### src/rtl/rcs_pkg.sv
package rcs_pkg;

    // ------------------------------------------------------------
    // Register map
    // ------------------------------------------------------------
    localparam logic [3:0] ADDR_ALARM_TIMER_CONTROL  = 4'hE;
    localparam logic [3:0] ADDR_STATUS_FLAGS_CONTROL = 4'hF;
    localparam logic [7:0] RST_ALARM_TIMER_CONTROL   = 8'h00;
    localparam logic [7:0] RST_STATUS_FLAGS_CONTROL  = 8'h10;
    localparam logic [7:0] READ_UNMAPPED             = 8'h00;

    // ------------------------------------------------------------
    // Field positions, alarm_timer_control
    // ------------------------------------------------------------
    localparam int unsigned B_WEEKLY_ALARM_ENABLE = 7;
    localparam int unsigned B_DAILY_ALARM_ENABLE  = 6;
    localparam int unsigned B_HOUR_MODE           = 5;
    localparam int unsigned B_CLOCK_OUT_DISABLE_B = 4;
    localparam int unsigned B_TEST                = 3;
    localparam int unsigned B_PERIODIC_SELECT_HI  = 2;
    localparam int unsigned B_PERIODIC_SELECT_LO  = 0;

    // ------------------------------------------------------------
    // Field positions, status_flags_control
    // ------------------------------------------------------------
    localparam int unsigned B_THRESHOLD_SELECT    = 7;
    localparam int unsigned B_LOW_VOLTAGE_FLAG    = 6;
    localparam int unsigned B_SPARE_STORAGE_ONE   = 5;
    localparam int unsigned B_OSC_HALT_FLAG       = 4;
    localparam int unsigned B_CLOCK_OUT_DISABLE_A = 3;
    localparam int unsigned B_PERIODIC_FLAG       = 2;
    localparam int unsigned B_WEEKLY_ALARM_FLAG   = 1;
    localparam int unsigned B_DAILY_ALARM_FLAG    = 0;

    // ------------------------------------------------------------
    // Timing
    // ------------------------------------------------------------
    localparam int unsigned CLK_PERIOD_NS   = 100;
    localparam int unsigned TICK_DELAY_NS   = 92000;
    localparam int unsigned TICK_DELAY_CYC  = TICK_DELAY_NS / CLK_PERIOD_NS;
    localparam int unsigned DIV_W           = 15;
    localparam logic [14:0] DIV_LAST        = 15'h7FFF;
    localparam int unsigned DELAY_W         = 10;
    localparam int unsigned ADJ_W           = 7;

    // ------------------------------------------------------------
    // Periodic interrupt selector codes
    // ------------------------------------------------------------
    typedef enum logic [2:0] {
        PER_OFF       = 3'h0,
        PER_FIXED_LOW = 3'h1,
        PER_PULSE_2HZ = 3'h2,
        PER_PULSE_1HZ = 3'h3,
        PER_LVL_SEC   = 3'h4,
        PER_LVL_MIN   = 3'h5,
        PER_LVL_HOUR  = 3'h6,
        PER_LVL_MONTH = 3'h7
    } rcs_periodic_t;

endpackage

### src/rtl/rcs_ctrl_status.sv
// Behaviour
// Unimplemented bits ignore writes, read zero
// Halt flag set clears adjust and controls
// Host writes zero to adjust register MSB
// Control one layout at Eh, resets zero
// Alarm enable bits gate alarm interrupts
// Hour mode: zero twelve-hour, one 24-hour
// Twelve-hour PM codes carry bit five
// Host sets hour mode before time data
// Clock out runs unless both disables set
// Scratch bits plain storage, cleared on halt
// Host keeps test bit at zero
// Periodic select decodes off, low, pulse, level
// Level events at second, minute, hour, month boundaries
// Pulse mode: second increments 92 us later
// Second write resets divider, output low
// Level mode: falling edge with second increment
// Adjustment shifts periodic timing by counts
// Control two layout at Fh, resets 10h
// Threshold select picks monitor threshold
// Low-voltage flag sticky, zero write clears
// Halt flag sets on stop, stays set
// Halt stops interrupt, starts clock out
// Zero write clears halt flag
// Halt sensing only while chip enable low
// Level mode periodic flag clears on zero
// Alarm flags set on match, zero clears
// Supply sampled once per second
`timescale 1ns/1ps

module rcs_ctrl_status
    import rcs_pkg::*;
#(
    parameter int unsigned TICK_DELAY = TICK_DELAY_CYC
) (
    // Clock and reset
    input  wire logic             ref_clk,
    input  wire logic             arst_n,
    // Register port from the serial decoder
    input  wire logic [3:0]       reg_addr,
    input  wire logic [7:0]       reg_wdata,
    input  wire logic             reg_wr,
    input  wire logic             sec_write,
    output logic      [7:0]       reg_rdata,
    // Pins and analog sense, asynchronous
    input  wire logic             xtal_clk,
    input  wire logic             chip_enable,
    input  wire logic             osc_halt,
    input  wire logic             vdd_low,
    // Time counter status, same clock
    input  wire logic             sec_at_last,
    input  wire logic             min_at_last,
    input  wire logic             hour_at_last,
    input  wire logic             day_at_last,
    input  wire logic [4:0]       hour_bin,
    input  wire logic             weekly_match,
    input  wire logic             daily_match,
    // Oscillation adjustment step
    input  wire logic             adj_event,
    input  wire logic             adj_shorten,
    input  wire logic [ADJ_W-1:0] adj_counts,
    // Outputs
    output logic                  interrupt_out_n,
    output logic                  crystal_clock_out,
    output logic                  sec_tick,
    output logic                  adj_clear,
    output logic                  hour_24_mode,
    output logic                  test_mode,
    output logic                  threshold_select,
    output logic      [5:0]       hour_code
);

    // ------------------------------------------------------------
    // Synchronisers and crystal edge detect
    // ------------------------------------------------------------
    logic [3:0] pins_s;
    logic       xtal_s;
    logic       ce_s;
    logic       halt_s;
    logic       vlow_s;
    logic       xtal_d;
    logic       xtal_rise;

    rcs_sync #(.WIDTH(4)) u_sync (
        .ref_clk  (ref_clk),
        .arst_n   (arst_n),
        .async_in ({xtal_clk, chip_enable, osc_halt, vdd_low}),
        .sync_out (pins_s)
    );

    assign xtal_s    = pins_s[3];
    assign ce_s      = pins_s[2];
    assign halt_s    = pins_s[1];
    assign vlow_s    = pins_s[0];
    assign xtal_rise = xtal_s & ~xtal_d;

    // ------------------------------------------------------------
    // Registers
    // ------------------------------------------------------------
    logic [7:0]    cr1;
    logic [7:0]    cr2;
    logic [7:0]    next_cr1;
    logic [7:0]    next_cr2;
    logic          next_adj_clear;
    logic          wr_cr1;
    logic          wr_cr2;
    logic          halt_set;
    logic          halt_rise;
    logic          level_mode;
    logic          level_evt;
    logic          per_low;
    logic          sec_evt;
    rcs_periodic_t per_sel;

    assign per_sel    = rcs_periodic_t'(cr1[B_PERIODIC_SELECT_HI:
                                            B_PERIODIC_SELECT_LO]);
    assign level_mode = cr1[B_PERIODIC_SELECT_HI];
    assign wr_cr1     = reg_wr && reg_addr == ADDR_ALARM_TIMER_CONTROL;
    assign wr_cr2     = reg_wr && reg_addr == ADDR_STATUS_FLAGS_CONTROL;
    assign halt_set   = halt_s && !ce_s;
    assign halt_rise  = halt_set && !cr2[B_OSC_HALT_FLAG];

    always_comb
    begin
        unique case (per_sel)
            PER_LVL_SEC:   level_evt = sec_evt;
            PER_LVL_MIN:   level_evt = sec_evt && sec_at_last;
            PER_LVL_HOUR:  level_evt = sec_evt && sec_at_last
                                       && min_at_last;
            PER_LVL_MONTH: level_evt = sec_evt && sec_at_last
                                       && min_at_last && hour_at_last
                                       && day_at_last;
            default:       level_evt = 1'b0;
        endcase
    end

    always_comb
    begin
        next_cr1       = cr1;
        next_cr2       = cr2;
        next_adj_clear = 1'b0;
        if (wr_cr1)
        begin
            next_cr1 = reg_wdata;
        end
        if (wr_cr2)
        begin
            next_cr2[B_THRESHOLD_SELECT]    = reg_wdata[B_THRESHOLD_SELECT];
            next_cr2[B_SPARE_STORAGE_ONE]   = reg_wdata[B_SPARE_STORAGE_ONE];
            next_cr2[B_CLOCK_OUT_DISABLE_A] =
                reg_wdata[B_CLOCK_OUT_DISABLE_A];
            // Flags take only a zero write
            if (!reg_wdata[B_LOW_VOLTAGE_FLAG])
            begin
                next_cr2[B_LOW_VOLTAGE_FLAG] = 1'b0;
            end
            if (!reg_wdata[B_OSC_HALT_FLAG])
            begin
                next_cr2[B_OSC_HALT_FLAG] = 1'b0;
            end
            if (!reg_wdata[B_PERIODIC_FLAG] && level_mode)
            begin
                next_cr2[B_PERIODIC_FLAG] = 1'b0;
            end
            if (!reg_wdata[B_WEEKLY_ALARM_FLAG])
            begin
                next_cr2[B_WEEKLY_ALARM_FLAG] = 1'b0;
            end
            if (!reg_wdata[B_DAILY_ALARM_FLAG])
            begin
                next_cr2[B_DAILY_ALARM_FLAG] = 1'b0;
            end
        end
        // Hardware sets win over clears, except low voltage when its flag is already set
        if (sec_evt && vlow_s && !cr2[B_LOW_VOLTAGE_FLAG])
        begin
            next_cr2[B_LOW_VOLTAGE_FLAG] = 1'b1;
        end
        if (level_mode)
        begin
            if (level_evt)
            begin
                next_cr2[B_PERIODIC_FLAG] = 1'b1;
            end
        end
        else
        begin
            next_cr2[B_PERIODIC_FLAG] = per_low;
        end
        if (weekly_match && cr1[B_WEEKLY_ALARM_ENABLE])
        begin
            next_cr2[B_WEEKLY_ALARM_FLAG] = 1'b1;
        end
        if (daily_match && cr1[B_DAILY_ALARM_ENABLE])
        begin
            next_cr2[B_DAILY_ALARM_FLAG] = 1'b1;
        end
        if (!next_cr1[B_WEEKLY_ALARM_ENABLE])
        begin
            next_cr2[B_WEEKLY_ALARM_FLAG] = 1'b0;
        end
        if (!next_cr1[B_DAILY_ALARM_ENABLE])
        begin
            next_cr2[B_DAILY_ALARM_FLAG] = 1'b0;
        end
        if (halt_set)
        begin
            next_cr2[B_OSC_HALT_FLAG] = 1'b1;
        end
        // Halt flag rising clears all controls
        if (halt_rise)
        begin
            next_cr1       = RST_ALARM_TIMER_CONTROL;
            next_cr2       = 8'h00;
            next_cr2[B_OSC_HALT_FLAG] = 1'b1;
            next_adj_clear = 1'b1;
        end
    end

    always_ff @(posedge ref_clk or negedge arst_n)
    begin
        if (!arst_n)
        begin
            cr1       <= RST_ALARM_TIMER_CONTROL;
            cr2       <= RST_STATUS_FLAGS_CONTROL;
            adj_clear <= 1'b0;
        end
        else
        begin
            cr1       <= next_cr1;
            cr2       <= next_cr2;
            adj_clear <= next_adj_clear;
        end
    end

    // ------------------------------------------------------------
    // Sub-second divider and second tick
    // ------------------------------------------------------------
    logic [DIV_W-1:0]   div;
    logic [DIV_W-1:0]   next_div;
    logic [DELAY_W-1:0] dly;
    logic [DELAY_W-1:0] next_dly;
    logic               next_sec_tick;
    logic               pulse_mode;

    assign sec_evt    = xtal_rise && div == DIV_LAST;
    assign pulse_mode = per_sel == PER_PULSE_2HZ
                        || per_sel == PER_PULSE_1HZ;

    always_comb
    begin
        next_div      = div;
        next_dly      = dly;
        next_sec_tick = 1'b0;
        if (xtal_rise)
        begin
            next_div = div + 15'h0001;
        end
        if (adj_event)
        begin
            if (adj_shorten)
            begin
                next_div = next_div + DIV_W'(adj_counts);
            end
            else
            begin
                next_div = next_div - DIV_W'(adj_counts);
            end
        end
        if (dly != '0)
        begin
            next_dly = dly - 10'h001;
            if (dly == 10'h001)
            begin
                next_sec_tick = 1'b1;
            end
        end
        if (sec_evt)
        begin
            if (pulse_mode)
            begin
                next_dly = DELAY_W'(TICK_DELAY);
            end
            else
            begin
                next_sec_tick = 1'b1;
            end
        end
        if (sec_write)
        begin
            next_div = '0;
            next_dly = '0;
        end
    end

    always_ff @(posedge ref_clk or negedge arst_n)
    begin
        if (!arst_n)
        begin
            div      <= '0;
            dly      <= '0;
            sec_tick <= 1'b0;
            xtal_d   <= 1'b0;
        end
        else
        begin
            div      <= next_div;
            dly      <= next_dly;
            sec_tick <= next_sec_tick;
            xtal_d   <= xtal_s;
        end
    end

    // ------------------------------------------------------------
    // Pins and read data
    // ------------------------------------------------------------
    logic [7:0] next_rdata;
    logic [5:0] hour_enc;
    logic       next_int_n;
    logic       next_clk_out;

    rcs_hour_enc u_hour (
        .hour_bin  (hour_bin),
        .hour_24   (cr1[B_HOUR_MODE]),
        .hour_code (hour_enc)
    );

    always_comb
    begin
        unique case (per_sel)
            PER_OFF:       per_low = 1'b0;
            PER_FIXED_LOW: per_low = 1'b1;
            PER_PULSE_2HZ: per_low = !div[DIV_W-2];
            PER_PULSE_1HZ: per_low = !div[DIV_W-1];
            default:       per_low = cr2[B_PERIODIC_FLAG];
        endcase
        next_int_n = !(per_low || cr2[B_WEEKLY_ALARM_FLAG]
                       || cr2[B_DAILY_ALARM_FLAG]);
        next_clk_out = xtal_s;
        if (cr1[B_CLOCK_OUT_DISABLE_B] && cr2[B_CLOCK_OUT_DISABLE_A])
        begin
            next_clk_out = 1'b1;
        end
        unique case (reg_addr)
            ADDR_ALARM_TIMER_CONTROL:  next_rdata = cr1;
            ADDR_STATUS_FLAGS_CONTROL: next_rdata = cr2;
            default:                   next_rdata = READ_UNMAPPED;
        endcase
    end

    always_ff @(posedge ref_clk or negedge arst_n)
    begin
        if (!arst_n)
        begin
            interrupt_out_n   <= 1'b1;
            crystal_clock_out <= 1'b1;
            reg_rdata         <= 8'h00;
            hour_code         <= 6'h00;
            hour_24_mode      <= 1'b0;
            test_mode         <= 1'b0;
            threshold_select  <= 1'b0;
        end
        else
        begin
            interrupt_out_n   <= next_int_n;
            crystal_clock_out <= next_clk_out;
            reg_rdata         <= next_rdata;
            hour_code         <= hour_enc;
            hour_24_mode      <= cr1[B_HOUR_MODE];
            test_mode         <= cr1[B_TEST];
            threshold_select  <= cr2[B_THRESHOLD_SELECT];
        end
    end

endmodule

### src/rtl/rcs_sync.sv
`timescale 1ns/1ps

module rcs_sync #(
    parameter int unsigned WIDTH = 1
) (
    // Clock and reset
    input  wire logic             ref_clk,
    input  wire logic             arst_n,
    // Asynchronous inputs and their synchronised copies
    input  wire logic [WIDTH-1:0] async_in,
    output logic      [WIDTH-1:0] sync_out
);

    logic [WIDTH-1:0] stage1;
    logic [WIDTH-1:0] next_stage1;
    logic [WIDTH-1:0] next_sync_out;

    always_comb
    begin
        next_stage1   = async_in;
        next_sync_out = stage1;
    end

    always_ff @(posedge ref_clk or negedge arst_n)
    begin
        if (!arst_n)
        begin
            stage1   <= '0;
            sync_out <= '0;
        end
        else
        begin
            stage1   <= next_stage1;
            sync_out <= next_sync_out;
        end
    end

endmodule

### src/rtl/rcs_hour_enc.sv
`timescale 1ns/1ps

module rcs_hour_enc (
    // Hour 0..23 in binary and counting mode
    input  wire logic [4:0] hour_bin,
    input  wire logic       hour_24,
    // Hour as the hour register shows it
    output logic      [5:0] hour_code
);

    logic [4:0] h12;
    logic [3:0] tens;
    logic [3:0] ones;

    always_comb
    begin
        h12  = hour_bin;
        tens = 4'h0;
        ones = 4'h0;
        if (!hour_24 && hour_bin >= 5'd12)
        begin
            h12 = hour_bin - 5'd12;
        end
        if (!hour_24 && h12 == 5'd0)
        begin
            h12 = 5'd12;
        end
        if (h12 >= 5'd20)
        begin
            tens = 4'h2;
            ones = 4'(h12 - 5'd20);
        end
        else if (h12 >= 5'd10)
        begin
            tens = 4'h1;
            ones = 4'(h12 - 5'd10);
        end
        else
        begin
            ones = h12[3:0];
        end
        hour_code = {tens[1:0], ones};
        // PM hours carry bit 5 in 12-hour mode
        if (!hour_24 && hour_bin >= 5'd12)
        begin
            hour_code = hour_code | 6'h20;
        end
    end

endmodule

### config.mk
export PLATFORM = sky130hd
export DESIGN_NAME = rcs_ctrl_status
export DESIGN_NICKNAME = d
export VERILOG_FILES = /design/src/rtl/rcs_pkg.sv /design/src/rtl/rcs_ctrl_status.sv /design/src/rtl/rcs_sync.sv /design/src/rtl/rcs_hour_enc.sv
export SDC_FILE = /design/constraint.sdc
export NUM_CORES = 1
export LEC_CHECK = 0
export BUFFER_PORTS_ARGS = -buffer_cell sky130_fd_sc_hd__clkbuf_2
export CORE_ASPECT_RATIO = 0.8
export CORE_MARGIN = 5
export CORE_UTILIZATION = 40
export CTS_BUF_LIST = sky130_fd_sc_hd__clkbuf_16
export DETAILED_ROUTE_END_ITERATION = 7
export PLACE_DENSITY_LB_ADDON = 0.25
export SKIP_LAST_GASP = 1
export SLEW_MARGIN = 10
export SYNTH_ARGS = -nofsm -noshare
export SYNTH_HDL_FRONTEND = slang
export SYNTH_SLANG_ARGS = --single-unit
### constraint.sdc
create_clock -name ref_clk -period 8.9 [get_ports ref_clk]
set_clock_uncertainty 0.15 [all_clocks]
set_input_delay 1.78 -clock ref_clk [delete_from_list [all_inputs] [get_ports ref_clk]]
set_output_delay 1.78 -clock ref_clk [all_outputs]
set_load 0.02 [all_outputs]
Word-level counts from Yosys, hierarchy flattened
Index checks and enable logic that the tools add are counted.

word-level totals
  bits in registers = 71
  word-level logic and storage cells = 134

operators by class
  add/sub/neg operators = 7
  bitwise logic cells = 2
  muxes and demuxes = 41
  equal/unequal tests = 19
  reductions and logical operators = 40
  order comparisons = 3

operators by type and width
  kind                     number
  $mux W15                 4
  $mux W10                 4
  $mux W8                  4
  $mux W1                  20
  $logic_and A1 B1 Y1      17
  $ne A4 B3 Y1 const B     4
  $pmux W8 S2              1
  $add A15 B1 Y15 const B  1
  $add A15 B7 Y15          1
  $eq A15 B15 Y1 const B   1
  $sub A15 B7 Y15          1
  $eq A3 B3 Y1 const B     4
  $eq A10 B1 Y1 const B    1
  $ge A5 B4 Y1 const B     2
  $mux W5                  2
  $reduce_and A2 Y1        5
  $reduce_bool A10 Y1      1
  $sub A10 B1 Y10 const B  1
  $eq A4 B4 Y1 const B     2
  $logic_not A1 Y1         8
  $mux W4                  2
  $ne A4 B1 Y1 const B     2
  $pmux W1 S4              2
  $eq A3 B2 Y1 const B     2
  other kinds (15)         20

Depth between registers and ports, before layout
  depth after elaboration = 11
  depth in mapped cells = 13

Modules after synthesis
A second synthesis with hierarchy kept.

unflattened totals
  cell total of the unflattened synthesis = 453
  area total of the unflattened synthesis = 4257.8 um2

by module, submodules not included
  module           seq. area each (um2)  cells each  times used  area an instance (um2)
  rcs_ctrl_status  1580.3                393         1           3683.5
  rcs_hour_enc     0.0                   52          1           374.1
  rcs_sync         200.2                 8           1           200.2

Least setup slack after synthesis
Ideal clock, no wire load.

  kind = input to register
  start point = in adj_counts[0]
  end point = reg div[12]
  library setup time = 0.126 ns
  stages on the path = 13
  setup slack = 4.510 ns
  arrival time = 4.114 ns
  required time = 8.624 ns
  path through = inv_1 > ha_1 > nand2_1 > nor4_1 > ha_1 > mux2_2 > ha_1 > o21ai_0 > a22oi_1 > o21ai_1 > o21bai_1 > nor2_1 > a221o_1

on the way
  word-level cells in the longest chain between the ends = 4
  elaborated cells on any way between the ends = 5

RTL lines
  what                                                       line                                            text
  start, declared                                            rcs_ctrl_status.sv:61                           input wire logic [ADJ_W-1:0] adj_counts,
  $sub A15 B7 Y15 / $add A15 B7 Y15 (equally long branches)  rcs_ctrl_status.sv:267, rcs_ctrl_status.sv:263
  $mux W15 *                                                 rcs_ctrl_status.sv:261                          if (adj_shorten)
  $mux W15 *                                                 rcs_ctrl_status.sv:259                          if (adj_event)
  $mux W15 *                                                 rcs_ctrl_status.sv:289                          if (sec_write)
  net next_div[12]                                           rcs_ctrl_status.sv:240                          logic [DIV_W-1:0] next_div;
  end signal, assigned                                       rcs_ctrl_status.sv:307                          div <= next_div;
  end, declared                                              rcs_ctrl_status.sv:239                          logic [DIV_W-1:0] div;

Mark *: on every way through the listed nets, which the timed path passes. The rest lies on a longest branch.
A chain may end at the register's enable or synchronous reset.

Worst setup path in the final report
  start point = in adj_counts[0]
  end point = reg div[14]

Same word-level chain as after synthesis.

==> flow_summary.ini <==
[status]
status = completed

[logic_synthesis]
synth_area_leader_cell = dfrtp_1
postSynthNetCount = 503
synth-seq-area-share_pct = 42.82
synth_cell_type_count = 60
synth_enable_flop_cells = 0
synthArstFlopShare_pct = 100.0
synth_ff_type = dfrtp_1
syn_area_sq_um = 4158
synth_area_leaders = dfrtp_1 (41%), ha_1 (6.3%), nor2_1 (4.5%)
syn_avg_cell_area_sq_um = 9.428
ys_ff_latch = 71
syn_inst = 441
synth_warnings = 0
synth_top_area_share_pct = 40.93

[sta]
worst_pin_slew_ns = 0.9773
finalMaxSlewViolations = 0
fin_crit_sh_pct = 50.32
fmax_mhz = 223.3
slew_headroom_pct = 34.71
period_needed_ns = 4.479
rsz0062_at_grt = no
finalSetupTns_ns = 0
hold_violations = 0
final-setup-viol-count = 0

[cts]
path_clk_slew_ns = 0.05
post_cts_buffers = 0
root_buffer = clkbuf_16
hold_buffers = 0
cts_tree = built
cts_made_buffers = 9
post_cts_resized = 0
cts_sinks = 71
clk_path_buf_depth = 2
clock_latency_ns = 0.33
h-tree-depth = 3

[worst_setup_path]
cp.buffers_inverters = 2
crit_path_end_kind = flop
cp_max_fo = 7
cp.arrival_ns = 4.56
cp_common_cell = ha_1
critPathSlowestCell = ha_1
cpPeakStageDelay_ns = 0.39
worst-setup-path-type = primary input to flop
path_cells = clkbuf_2 > inv_1 > ha_1 > nand2_1 > nor4_1 > ha_1 > mux2_2 > ha_1 > o21ai_0 > a22oi_1 > o2111ai_1 > and4_1 > o21ai_0 > nor3b_1
crit_family = adder cells
critPathRequiredTime_ns = 8.99
start_kind = primary input

[drt]
vias_per_cell = 5.256
drcViolationCount = 0
drt_iter0_markers = 169
drt-total-wl_um = 8981
route.vias.total = 3390
antenna_left = 0
drtPass1Iterations = 4
wl_per_cell_um = 13.92

[run]
drv_cap = 0

[global_route]
antenna_found_initial = 0
grtUsageTotal_pct = 15.40
grt_max_degree = 72
grt_pass1_vias = 3135
grt_overflow = 0
grt_pass1_wl_um = 15210

[finish]
design_area_sq_um = 4841
drive_above_1_share_pct = 18.02
area_growth_pct = 16.43
final_cell_mix = dfrtp_1 (68), clkbuf_2 (59), nor2_1 (50), nand2_1 (49), a21oi_1 (27)
antenna_cells = 0
utilization_pct = 47.47
num-nets-final = 562
final_common_cell = dfrtp_1

[floorplanning]
dieWidth_um = 124.0
row_count = 33
die-area_sq_um = 12550
io_pins = 61
die_h_um = 101.2
start_util_pct = 40.77
core-area_sq_um = 10200

[placed_design]
dp_hpwl_um = 6699
dpl_cell_area_sq_um = 4589
port_buffers = 60
place.gp.congestion = 0.8124

[power_and_ir_drop]
power.total_mw = 1.069
leakage_nw = 2.294
vdd_drop_max_mv = 0.1220
power_density_nw_per_um2 = 220.8

[hold_path]
hp-class = flop to flop
where the power goes:
part	internal [mW]	total [mW]	switching, mW
combinational	0.143	0.332	0.189
clock	0.181	0.305	0.124
sequential	0.382	0.431	0.0491
metrics by stage:
| stage | hold slack (ns) | std cells | worst slack (ns) |
|---|---|---|---|
| after detailed placement | 0.1855 | 629 | 4.119 |
| after floorplan | 0.1812 | 441 | 4.510 |
| after CTS | 0.1973 | 645 | 4.483 |
| after global routing | 0.2087 | 645 | 4.118 |
| final | 0.1944 | 645 | 4.421 |
| after global placement | 0.1821 | 629 | 4.197 |
synthesized netlist by cell type (7+ instances only):
cell       n
inv_1     15
nand4_1    7
o21ai_0   10
nor3_1    18
nand3_1   10
xnor2_1   18
dfrtp_1   68
nor2_1    50
a21oi_1   27
mux2i_1   17
clkbuf_1  10
xor2_1    14
nand2_1   49
ha_1      21
a211oi_1   8
a21o_1     8
final cells by class:
cell class	instances	area [sq um]
Multi-Input combinational cell	342	2270
Inverter	15	56.30
Fill cell	978	5358
Tap cell	140	175.2
Timing Repair Buffer	61	307.8
Sequential cell	71	1780
Clock inverter	7	26.28
Clock buffer	9	225.2
flip-flops by register name, indices dropped and copies added, names as in the netlist:
| name | count |
|---|---|
| crystal_clock_out | 1 |
| div | 15 |
| sec_tick | 1 |
| threshold_select | 1 |
| cr1 | 8 |
| hour_code | 6 |
| test_mode | 1 |
| xtal_d | 1 |
| u_sync.sync_out | 4 |
| u_sync.next_sync_out | 4 |
| dly | 10 |
| adj_clear | 1 |
| cr2 | 8 |
| hour_24_mode | 1 |
| interrupt_out_n | 1 |
| reg_rdata | 8 |
layer usage:
layer / track usage (%) / up-vias / part of all wire, %
met5: 0 / - / 0
met4: 3.788 / 0 / 0.72
met3: 4.467 / 7 / 4.2
li1: - / 1702 / -
met2: 23.39 / 51 / 47
met1: 21.79 / 1630 / 48
kinds of logic (layout without fill, tap and decap cells):
logic type / Yosys count / in the layout / share of synthesized area [%]
fa+ha+maj: 22 / 22 / 6.801
simple gates: 181 / 181 / 21.73
buf+inv: 28 / 92 / 2.588
compound gates: 87 / 87 / 14.42
xor+xnor: 32 / 32 / 6.741
mux: 20 / 20 / 4.905
flops: 71 / 71 / 42.82
final timing paths:
kind	start	end	slack [ns]	cells after the start
setup / recovery	adj_counts[0]	div[14]	4.42	14
hold / removal	u_sync.next_sync_out[1]	u_sync.sync_out[1]	0.19	0
setup reg to reg	u_sync.sync_out[3]	div[14]	5.55	11
hold reg to reg	u_sync.next_sync_out[1]	u_sync.sync_out[1]	0.19	0
max in group asynchronous	arst_n	div[12]	6.51	2
min in group asynchronous	arst_n	hour_code[5]	1.49	2
No activity file was read; power rests on OpenSTA's default activity.
